<file path="config.mk">
export PLATFORM = sky130hd
export DESIGN_NAME = ccf_top
export DESIGN_NICKNAME = d
export VERILOG_FILES = /design/src/inc/ccf_pkg.sv /design/src/hdl/ccf_sync.sv /design/src/hdl/ccf_channel.sv /design/src/hdl/ccf_top.sv
export SDC_FILE = /design/constraint.sdc
export NUM_CORES = 1
export LEC_CHECK = 0
export BUFFER_PORTS_ARGS = -buffer_cell sky130_fd_sc_hd__buf_4
export CAP_MARGIN = 20
export CORE_MARGIN = 1.5
export CORE_UTILIZATION = 49
export CTS_CLUSTER_DIAMETER = 100
export CTS_CLUSTER_SIZE = 30
export DETAILED_ROUTE_END_ITERATION = 6
export PLACE_DENSITY = 0.77
export SYNTH_ARGS = -nofsm -noshare
export SYNTH_HDL_FRONTEND = slang
export SYNTH_SLANG_ARGS = --single-unit
</file>
<file path="constraint.sdc">
create_clock -name clk -period 1.9 [get_ports clk]
set_input_delay 0.095 -clock clk [delete_from_list [all_inputs] [get_ports clk]]
set_output_delay 0.095 -clock clk [all_outputs]
set_load 0.03 [all_outputs]
</file>
<file path="src/inc/ccf_pkg.sv">
// shared constants, field layouts and carrier types of the comparator control block
package ccf_pkg;
  localparam int REG_W = 8;
  localparam int NUM_CMP = 2;
  localparam int STAT_W = 4;
  localparam int MV_W = 5;

  // register indices; byte address is four times the index
  localparam logic [7:0] CMP0_CTRL_IDX = 8'h99;
  localparam logic [7:0] CMP1_CTRL_IDX = 8'h9A;
  localparam logic [7:0] CFG_IDX = 8'h9C;
  localparam logic [7:0] IRQ_STAT_IDX = 8'h9D;
  localparam logic [7:0] IRQ_MASK_IDX = 8'h9E;

  // control register fields
  localparam int EN_BIT = 7;
  localparam int RES_BIT = 6;
  localparam int RISE_BIT = 5;
  localparam int FALL_BIT = 4;
  localparam int POS_HI = 3;
  localparam int POS_LO = 2;
  localparam int NEG_HI = 1;
  localparam int NEG_LO = 0;
  localparam logic [REG_W-1:0] CTRL_RESET = 8'h00;

  // configuration register fields
  localparam int CFG_LP0 = 0;
  localparam int CFG_LP1 = 1;
  localparam int CFG_RST0 = 2;
  localparam int CFG_WAKE = 3;
  localparam logic [3:0] CFG_RESET = 4'h0;
  localparam logic [STAT_W-1:0] STAT_RESET = 4'h0;

  // hysteresis codes and the voltages they select
  localparam logic [1:0] HYST_OFF = 2'h0;
  localparam logic [1:0] HYST_5 = 2'h1;
  localparam logic [1:0] HYST_10 = 2'h2;
  localparam logic [1:0] HYST_20 = 2'h3;
  localparam logic [MV_W-1:0] HYST_OFF_MV = 5'h00;
  localparam logic [MV_W-1:0] HYST_5_MV = 5'h05;
  localparam logic [MV_W-1:0] HYST_10_MV = 5'h0A;
  localparam logic [MV_W-1:0] HYST_20_MV = 5'h14;

  function automatic logic [MV_W-1:0] hyst_mv(input logic [1:0] code);
    unique case (code)
      HYST_OFF: hyst_mv = HYST_OFF_MV;
      HYST_5: hyst_mv = HYST_5_MV;
      HYST_10: hyst_mv = HYST_10_MV;
      HYST_20: hyst_mv = HYST_20_MV;
    endcase
  endfunction

  typedef struct packed {logic on; logic [MV_W-1:0] posMv; logic [MV_W-1:0] negMv;} ccf_ana_s;
  typedef struct packed {logic fall; logic rise;} ccf_evt_s;
  typedef struct packed {
    ccf_ana_s ana; logic [3:0] hyst; logic rise; logic fall; logic res; logic resPrev;
  } ccf_ch_s;
  typedef struct packed {
    logic ack; logic [REG_W-1:0] rdat; logic [3:0] cfg; logic [STAT_W-1:0] stat;
    logic [STAT_W-1:0] mask; logic irq; logic wake; logic rstReq; logic [NUM_CMP-1:0] latch;
  } ccf_top_s;
endpackage

</file>
<file path="src/hdl/ccf_sync.sv">
// two-stage synchroniser for the raw comparator results
`timescale 1ns/1ps
module ccf_sync #(
  parameter int W = 2
) (
  input wire logic clk,
  input wire logic rst_n,
  input wire logic [W-1:0] din,
  output logic [W-1:0] dout
);
  logic [1:0][W-1:0] st_r, st_nxt;

  always_comb begin
    st_nxt = {st_r[0], din};
  end

  always_ff @(posedge clk) begin
    if (!rst_n) begin
      st_r <= '0;
    end else begin
      st_r <= st_nxt;
    end
  end

  assign dout = st_r[1];
endmodule // ccf_sync

</file>
<file path="src/hdl/ccf_channel.sv">
// one comparator channel: control byte, result tracking and sticky edge flags
`timescale 1ns/1ps
module ccf_channel (
  input wire logic clk,
  input wire logic rst_n,
  input wire logic wrEn,
  input wire logic [7:0] wrData,
  input wire logic rawSync,
  output ccf_pkg::ccf_ana_s anaCtl,
  output logic [7:0] ctrlByte,
  output ccf_pkg::ccf_evt_s evt,
  output logic result
);
  ccf_pkg::ccf_ch_s st_r, st_nxt;

  // edge seen between this cycle's result and last cycle's
  assign evt = '{ // RULE16
    fall: ~st_r.res & st_r.resPrev, // RULE3
    rise: st_r.res & ~st_r.resPrev // RULE4
  };

  always_comb begin
    st_nxt = st_r;
    st_nxt.res = rawSync & st_r.ana.on; // RULE6
    st_nxt.resPrev = st_r.res;
    if (wrEn) begin
      st_nxt.ana.on = wrData[ccf_pkg::EN_BIT]; // RULE7
      st_nxt.hyst = wrData[ccf_pkg::POS_HI:ccf_pkg::NEG_LO]; // RULE8
      st_nxt.ana.posMv = ccf_pkg::hyst_mv(wrData[ccf_pkg::POS_HI:ccf_pkg::POS_LO]); // RULE10
      st_nxt.ana.negMv = ccf_pkg::hyst_mv(wrData[ccf_pkg::NEG_HI:ccf_pkg::NEG_LO]); // RULE9
      st_nxt.rise = wrData[ccf_pkg::RISE_BIT];
      st_nxt.fall = wrData[ccf_pkg::FALL_BIT];
    end
    // an edge in the cycle of a clearing write still sets the flag
    st_nxt.rise = st_nxt.rise | evt.rise; // RULE4 RULE5
    st_nxt.fall = st_nxt.fall | evt.fall; // RULE3 RULE5
  end

  always_ff @(posedge clk) begin
    if (!rst_n) begin
      st_r <= '0;
    end else begin
      st_r <= st_nxt;
    end
  end

  assign anaCtl = st_r.ana;
  assign result = st_r.res;
  assign ctrlByte = {st_r.ana.on, st_r.res, st_r.rise, st_r.fall, st_r.hyst};
endmodule // ccf_channel

</file>
<file path="src/hdl/ccf_top.sv">
// comparator control and status block with classic wishbone register access
//
// What this block does
// RULE1 - two independent comparators, each with its own control register and settings
// RULE2 - each comparator interrupts on rising, falling or both output edges
// RULE3 - a falling output edge sets the falling flag at control bit 4
// RULE4 - a rising output edge sets the rising flag at control bit 5
// RULE5 - edge flags stay set until software writes zero; hardware never clears
// RULE6 - read-only bit 6 shows the current comparator result
// RULE7 - enable bit 7 turns the comparator on when one, off when zero
// RULE8 - bits 3:2 pick positive hysteresis, bits 1:0 negative hysteresis
// RULE9 - negative hysteresis codes: off, 5 mV, 10 mV, 20 mV
// RULE10 - positive hysteresis uses the same four-level coding, 00 off
// RULE11 - software should clear both flags after enabling or changing mode
// RULE12 - edge interrupts can wake the processor from idle mode
// RULE13 - comparator zero offers an output usable as a reset source
// RULE14 - one latched synchronised output and one unlatched output per comparator
// RULE15 - response time selectable between high-speed and low-power modes
// RULE16 - edges found by comparing synchronised result with its previous value
`timescale 1ns/1ps
module ccf_top #(
  parameter int ADR_W = 12
) (
  input wire logic clk,
  input wire logic rst_n,
  input wire logic wb_cyc_i,
  input wire logic wb_stb_i,
  input wire logic wb_we_i,
  input wire logic [ADR_W-1:0] wb_adr_i,
  input wire logic [3:0] wb_sel_i,
  input wire logic [31:0] wb_dat_i,
  output logic [31:0] wb_dat_o,
  output logic wb_ack_o,
  input wire logic [ccf_pkg::NUM_CMP-1:0] cmpRaw,
  input wire logic idleMode,
  output ccf_pkg::ccf_ana_s ana0,
  output ccf_pkg::ccf_ana_s ana1,
  output logic [ccf_pkg::NUM_CMP-1:0] lowPower,
  output logic [ccf_pkg::NUM_CMP-1:0] latchOut,
  output logic [ccf_pkg::NUM_CMP-1:0] asyncOut,
  output logic irq,
  output logic wakeReq,
  output logic rstReq
);
  ccf_pkg::ccf_top_s st_r, st_nxt;

  logic [ccf_pkg::NUM_CMP-1:0] rawSync;
  logic [ccf_pkg::NUM_CMP-1:0] resVec;
  logic [ccf_pkg::NUM_CMP-1:0] chOn;
  logic [ccf_pkg::NUM_CMP-1:0] wrCtl;
  logic [7:0] ctrl0;
  logic [7:0] ctrl1;
  ccf_pkg::ccf_evt_s evt0;
  ccf_pkg::ccf_evt_s evt1;
  logic [ccf_pkg::STAT_W-1:0] evtVec;
  logic take;
  logic wrLow;
  logic wrCfg;
  logic wrStat;
  logic wrMask;
  logic [ccf_pkg::REG_W-1:0] rdMux;
  logic pending;

  // byte address of a register index; upper address bits must be zero
  function automatic logic isReg(input logic [ADR_W-1:0] a, input logic [7:0] idx);
    isReg = (a == {{(ADR_W-10){1'b0}}, idx, 2'b00});
  endfunction

  // the analog results are asynchronous to clk
  ccf_sync #(
    .W(ccf_pkg::NUM_CMP)
  ) u_sync (
    .clk(clk),
    .rst_n(rst_n),
    .din(cmpRaw),
    .dout(rawSync)
  );

  ccf_channel u_ch0 ( // RULE1
    .clk(clk),
    .rst_n(rst_n),
    .wrEn(wrCtl[0]),
    .wrData(wb_dat_i[7:0]),
    .rawSync(rawSync[0]),
    .anaCtl(ana0),
    .ctrlByte(ctrl0),
    .evt(evt0),
    .result(resVec[0])
  );

  ccf_channel u_ch1 ( // RULE1
    .clk(clk),
    .rst_n(rst_n),
    .wrEn(wrCtl[1]),
    .wrData(wb_dat_i[7:0]),
    .rawSync(rawSync[1]),
    .anaCtl(ana1),
    .ctrlByte(ctrl1),
    .evt(evt1),
    .result(resVec[1])
  );

  assign chOn = {ana1.on, ana0.on};
  assign evtVec = {evt1.fall, evt1.rise, evt0.fall, evt0.rise};

  // bus side: every access is answered one cycle after the strobe
  assign take = wb_cyc_i & wb_stb_i & ~st_r.ack;
  // data lives in the low byte lane only
  assign wrLow = take & wb_we_i & wb_sel_i[0];
  assign wrCtl[0] = wrLow & isReg(wb_adr_i, ccf_pkg::CMP0_CTRL_IDX);
  assign wrCtl[1] = wrLow & isReg(wb_adr_i, ccf_pkg::CMP1_CTRL_IDX);
  assign wrCfg = wrLow & isReg(wb_adr_i, ccf_pkg::CFG_IDX);
  assign wrStat = wrLow & isReg(wb_adr_i, ccf_pkg::IRQ_STAT_IDX);
  assign wrMask = wrLow & isReg(wb_adr_i, ccf_pkg::IRQ_MASK_IDX);

  always_comb begin
    rdMux = '0;
    if (isReg(wb_adr_i, ccf_pkg::CMP0_CTRL_IDX)) begin
      rdMux = ctrl0;
    end else if (isReg(wb_adr_i, ccf_pkg::CMP1_CTRL_IDX)) begin
      rdMux = ctrl1;
    end else if (isReg(wb_adr_i, ccf_pkg::CFG_IDX)) begin
      rdMux = {4'h0, st_r.cfg};
    end else if (isReg(wb_adr_i, ccf_pkg::IRQ_STAT_IDX)) begin
      rdMux = {4'h0, st_r.stat};
    end else if (isReg(wb_adr_i, ccf_pkg::IRQ_MASK_IDX)) begin
      rdMux = {4'h0, st_r.mask};
    end
  end

  assign pending = |(st_r.stat & st_r.mask);

  always_comb begin
    st_nxt = st_r;
    st_nxt.ack = take;
    if (take) begin
      // unmapped addresses are acknowledged and read as zero
      st_nxt.rdat = wb_we_i ? st_r.rdat : rdMux;
    end
    if (wrCfg) begin
      st_nxt.cfg = wb_dat_i[3:0]; // RULE15
    end
    if (wrMask) begin
      st_nxt.mask = wb_dat_i[ccf_pkg::STAT_W-1:0]; // RULE2
    end
    // write one to clear; an event in the same cycle wins
    st_nxt.stat = st_r.stat & ~(wrStat ? wb_dat_i[ccf_pkg::STAT_W-1:0] : ccf_pkg::STAT_RESET);
    st_nxt.stat = st_nxt.stat | evtVec; // RULE2
    st_nxt.irq = pending; // RULE2
    st_nxt.wake = idleMode & st_r.cfg[ccf_pkg::CFG_WAKE] & pending; // RULE12
    // low result on an enabled comparator zero asks for reset
    st_nxt.rstReq = st_r.cfg[ccf_pkg::CFG_RST0] & ana0.on & ~resVec[0]; // RULE13
    st_nxt.latch = resVec; // RULE14
  end

  always_ff @(posedge clk) begin
    if (!rst_n) begin
      st_r <= '0;
    end else begin
      st_r <= st_nxt;
    end
  end

  assign wb_ack_o = st_r.ack;
  assign wb_dat_o = {{(32-ccf_pkg::REG_W){1'b0}}, st_r.rdat};
  assign lowPower = {st_r.cfg[ccf_pkg::CFG_LP1], st_r.cfg[ccf_pkg::CFG_LP0]}; // RULE15
  assign latchOut = st_r.latch; // RULE14
  // the unlatched path bypasses all flops on purpose: it is the fast route to a pin
  assign asyncOut = cmpRaw & chOn; // RULE14
  assign irq = st_r.irq;
  assign wakeReq = st_r.wake;
  assign rstReq = st_r.rstReq;
endmodule // ccf_top

</file>
Yosys cells after proc, flatten, opt, wreduce, memory -nomap -nowiden
Cells that the tools add are included.
{"block": "totals", "input_bits": 56, "reg_bits": 68, "out_inout_bits": 64}
{"block": "classes", "bitwise": 34, "eq_ne": 11, "reduce_logical": 4, "mux": 10}
{"cell": "12-bit by 10-bit == test with 1-bit output (second input constant)", "count": 5}
{"cell": "5-bit one-hot mux with 4 select lines", "count": 2}
{"cell": "1-bit AND", "count": 19}
{"cell": "4-bit two-way mux", "count": 4}
{"cell": "8-bit two-way mux", "count": 2}
{"cell": "4-bit AND", "count": 2}
{"cell": "2-bit == test (second input constant)", "count": 4}
{"cell": "1-bit inverter", "count": 6}
{"cell": "2-bit by 1-bit == test with 1-bit output (second input constant)", "count": 2}
{"cell": "2-bit zero test", "count": 2}
{"cell": "2-bit two-way mux", "count": 2}
{"cell": "4-bit inverter", "count": 1}
{"cell": "1-bit OR", "count": 4}
{"cell": "4-bit OR", "count": 1}
{"cell": "4-bit OR reduction", "count": 1}
{"cell": "2-bit AND", "count": 1}
{"cell": "2-bit AND reduction", "count": 1}

Logic depth before layout (Yosys ltp)
{"block": "depth", "ltp_word": 9, "ltp_mapped": 7, "ltp_nobuf": 4}

Cells and area by module
A second synthesis with hierarchy kept.
{"block": "unflattened", "hier_cells": 341, "area_unflattened_um2": 3280.6}
{"mod": "ccf_channel", "area_each_um2": 820.8, "instances": 2, "cells_per_inst": 82}
{"mod": "ccf_top", "area_each_um2": 1534.0, "instances": 1, "cells_per_inst": 169}
{"mod": "ccf_sync", "area_each_um2": 105.1, "instances": 1, "cells_per_inst": 8}

Worst setup path before layout
No wires, ideal clock.
{"block": "synth_timing", "kind": "input port to flip-flop", "startpoint": "in wb_adr_i[2]", "endpoint": "reg st_r[7] (netlist bit)", "slack_ns": 0.249, "cell_stages": 7, "required_ns": 1.830, "t_arrival_ns": 1.581, "path_buffers": 3, "setup_time_ns": 0.070, "cell_sequence": "buf_6 > or4b_4 > buf_6 > nor4_4 > buf_6 > nand3_1 > a21oi_1"}
{"block": "synth_between", "elab_chain_len": 2}
{"element": "start, declared", "line_no": "ccf_top.sv:29", "rtl": "input wire logic [ADR_W-1:0] wb_adr_i,"}
{"element": "12-bit by 10-bit == test with 1-bit output", "line_no": "ccf_top.sv:66", "rtl": "isReg = (a == {{(ADR_W-10){1'b0}}, idx, 2'b00});"}
{"element": "1-bit AND", "line_no": "ccf_top.sv:114", "rtl": "assign wrMask = wrLow & isReg(wb_adr_i, ccf_pkg::IRQ_MASK_IDX);"}
{"element": "end signal, assigned", "line_no": "ccf_top.sv:160", "rtl": "st_r <= st_nxt;"}
{"element": "end, declared", "line_no": "ccf_top.sv:45", "rtl": "ccf_pkg::ccf_top_s st_r, st_nxt;"}
No other way between the ends.
A chain may end at the register's enable or synchronous reset.

Worst setup path after layout
{"block": "layout_timing", "startpoint": "reg st_r (netlist bit wb_ack_o)", "endpoint": "reg u_ch0.st_r (netlist bit u_ch0.ctrlByte[2])"}
{"block": "layout_between", "elab_chain_len": 5}
{"element": "1-bit inverter", "line_no": "ccf_top.sv:107", "rtl": "assign take = wb_cyc_i & wb_stb_i & ~st_r.ack;"}
{"element": "1-bit AND", "line_no": "ccf_top.sv:107"}
{"element": "1-bit AND (2 in series)", "line_no": "ccf_top.sv:109", "rtl": "assign wrLow = take & wb_we_i & wb_sel_i[0];"}
{"element": "1-bit AND", "line_no": "ccf_top.sv:110", "rtl": "assign wrCtl[0] = wrLow & isReg(wb_adr_i, ccf_pkg::CMP0_CTRL_IDX);"}
{"element": "end signal, assigned", "line_no": "ccf_channel.sv:43", "rtl": "st_r <= st_nxt;"}
{"element": "end, declared", "line_no": "ccf_channel.sv:14", "rtl": "ccf_pkg::ccf_ch_s st_r, st_nxt;"}
No other way between the ends.

==> impl_metrics.env <==
export IMPL_outcome="complete, no violations"
export IMPL_synth_top_cells_by_area="dfxtp_1 41%, buf_4 11%, o21ai_0 8.2%"
export IMPL_yosysTopAreaCellShare_pct=40.82
export IMPL_ys_seq_area_share_pct=40.82
export IMPL_rows=28
export IMPL_antenna_found_initial=0
export IMPL_mappedNetlistArea_um2=3040
export IMPL_nets=472
export IMPL_cts_repair_resize_count=0
export IMPL_fp_coreArea_um2=5956
export IMPL_area_growth_pct=18.15
export IMPL_total_leakage_power_nw=1.412
export IMPL_type_of_element_launching_the_critical_path="flip-flop"
export IMPL_grt_first_pass_wirelength_mm=12.03
export IMPL_layout_skew_ps=7.788
export IMPL_drive_above_1_share_pct=24.94
export IMPL_cellPowerDensity_nw_per_um2=757.3
export IMPL_gp_congestion=0.8834
export IMPL_maxClockFrequency_mhz=636.8
export IMPL_maxCapViolCount=0
export IMPL_die_y_um=81.77
export IMPL_postSynthCellCount=364
export IMPL_grt_pass1_vias=2467
export IMPL_maximum_count_of_clock_buffers_along_a_single_path=2
export IMPL_initial_utilization_pct=51.05
export IMPL_finalHoldViolations=0
export IMPL_clock_root_buffer="clkbuf_8"
export IMPL_dieWidth_um=81.77
export IMPL_numClockSinks=62
export IMPL_clock_insertion_delay_worst_skew_ps=340
export IMPL_io_buffers=67
export IMPL_wl_per_cell_um=15.46
export IMPL_hold_class="input pin to flip-flop"
export IMPL_synth_seq_cells=62
export IMPL_tns_ps=0
export IMPL_setup_repair_after_global_routing_missed_its_margin="false"
export IMPL_grt_start_max_net_pins=27
export IMPL_antenna_diode_count=0
export IMPL_drt_initial_drc_count=232
export IMPL_cts_reportedPaths_clkPinSlew_ps=70
export IMPL_fraction_of_synthesis_flops_using_an_asynchronous_set_or_reset_pin_pct=0
export IMPL_crit_type="flip-flop to flip-flop"
export IMPL_cts_tree="yes"
export IMPL_drv_slew=0
export IMPL_io_pin_count=120
export IMPL_layout_core_utilization_pct=60.32
export IMPL_global_route_usage_total_pct=23.90
export IMPL_detail_route_antenna_nets=0
export IMPL_final_area_um2=3592
export IMPL_critical_path_endpoint_type="flip-flop"
export IMPL_post_route_period_util_pct=82.65
export IMPL_wirelength_mm=7.669
export IMPL_post_dp_cell_area_um2=3362
export IMPL_vias=2759
export IMPL_htree_levels=3
export IMPL_cts_made_buffers=9
export IMPL_post_synth_top_count_cell="dfxtp_1"
export IMPL_synth_warnings=0
export IMPL_synth_top_area_cell="dfxtp_1"
export IMPL_total_power_w=0.002720
export IMPL_synth_distinct_cells=38
export IMPL_fp_dieArea_um2=6686
export IMPL_via_density=5.563
export IMPL_synth_area_per_cell_um2=8.353
export IMPL_dpl_hpwl_mm=5.390
export IMPL_drt_pass1_iterations=5
export IMPL_globalRouteOverflowTotal=0
export IMPL_cp_max_fo=11
export IMPL_power_ir_vdd_worst_mv=0.4833
export IMPL_synth_commonest_cells="62 x dfxtp_1, 50 x o21ai_0, 44 x buf_4, 43 x a21oi_1, 35 x nand3_1"
export IMPL_synthFlopType="dfxtp_1"
export IMPL_cp_arrival_ps=1840
export IMPL_final_setup_viol_count=0
export IMPL_route_detailed_drc=0
export IMPL_worst_path_required_ps=2170
export IMPL_synth_edf_count=0
export IMPL_final_period_minus_worst_setup_slack_ps=1570
worst paths after layout:
| path | slack, ps | endpoint | cells after the start | start |
|---|---|---|---|---|
| setup / recovery | 330 | u_ch0.ctrlByte[2] | 5 | wb_ack_o |
| hold / removal | 50 | u_ch1.anaCtl[10] | 3 | wb_dat_i[7] |
| setup reg to reg | 330 | u_ch0.ctrlByte[2] | 5 | wb_ack_o |
| hold reg to reg | 440 | u_sync.dout[1] | 1 | u_sync.st_nxt[3] |
routing by layer:
layer  track usage [%]  share of wire (%)
met4             10.34                2.5
met1             30.67                 44
met5                 0                  0
met3             6.111                5.3
met2             37.87                 48
through the flow:
step,hold slack (ps),instances,setup slack [ps]
6_report,51.79,496,329.6
5_1_grt,70.32,496,236.3
4_1_cts,35.05,496,327.0
3_5_place_dp,312.2,477,194.2
3_3_place_gp,305.7,477,222.0
2_1_floorplan,216.7,387,249.0
where the power goes:
part           internal [W]  total (W)  switching [W]  leakage [nW]
sequential          0.00131    0.00131     0.00000353         0.501
clock              0.000641    0.00116       0.000519        0.0955
combinational     0.0000777   0.000249       0.000171         0.816
total               0.00203    0.00272       0.000694          1.41
layout make-up:
type / count / area (um2)
fill: 541 / 2364
multi-input combinational: 245 / 1351
sequential: 62 / 1241
timing repair buffer: 88 / 668.1
clock buffer: 11 / 141.4
tap: 75 / 93.84
clock inverter: 5 / 58.81
inverter: 10 / 37.54
layout by cell type (no fill, tap or decap), types with 4 or more instances in the layout:
cell type,netlist,routed
clkbuf_8,1,10
nand2_1,10,10
and2_1,8,8
nor2b_1,4,4
nand3_1,35,35
nor2_1,4,4
a31oi_1,8,8
buf_4,44,85
a22oi_1,6,6
nand2b_1,8,8
a21o_1,4,4
inv_1,9,9
a21oi_1,43,43
nand4_1,6,6
dfxtp_1,62,62
o21ai_1,4,4
nor4_1,4,4
conb_1,1,24
a222oi_1,4,4
o21ai_0,50,50
critical path, stage by stage, from the launching register on:
cell and delay, ps:
dfxtp_1 320, nand3b_1 330, nor4_1 350, buf_4 230, nand3_1 120, a21oi_1 160
cell families after synthesis:
logic type	synth area share, %
AO/OA/AOI/OAI	21.40
buffers and inverters	17.57
flip-flops	40.82
other	0.1233
AND/OR/NAND/NOR	20.08
what timing repair did:
item	CTS	global route
buffers inserted	0	0
hold buffers	3	0
endpoints found under the hold margin	3	0
flip-flops by register name (all words and copies together) (netlist names):
signal	flops
u_ch1.ctrlByte	6
u_sync.st_nxt	2
u_ch1.anaCtl	9
u_ch0.anaCtl	9
irq	1
st_r	10
rstReq	1
wakeReq	1
u_ch1.result	1
latchOut	2
lowPower	2
u_ch0.result	1
u_ch0.ctrlByte	6
u_sync.dout	2
wb_dat_o	8
wb_ack_o	1
Note: power is estimated with default switching activity, not from simulation.
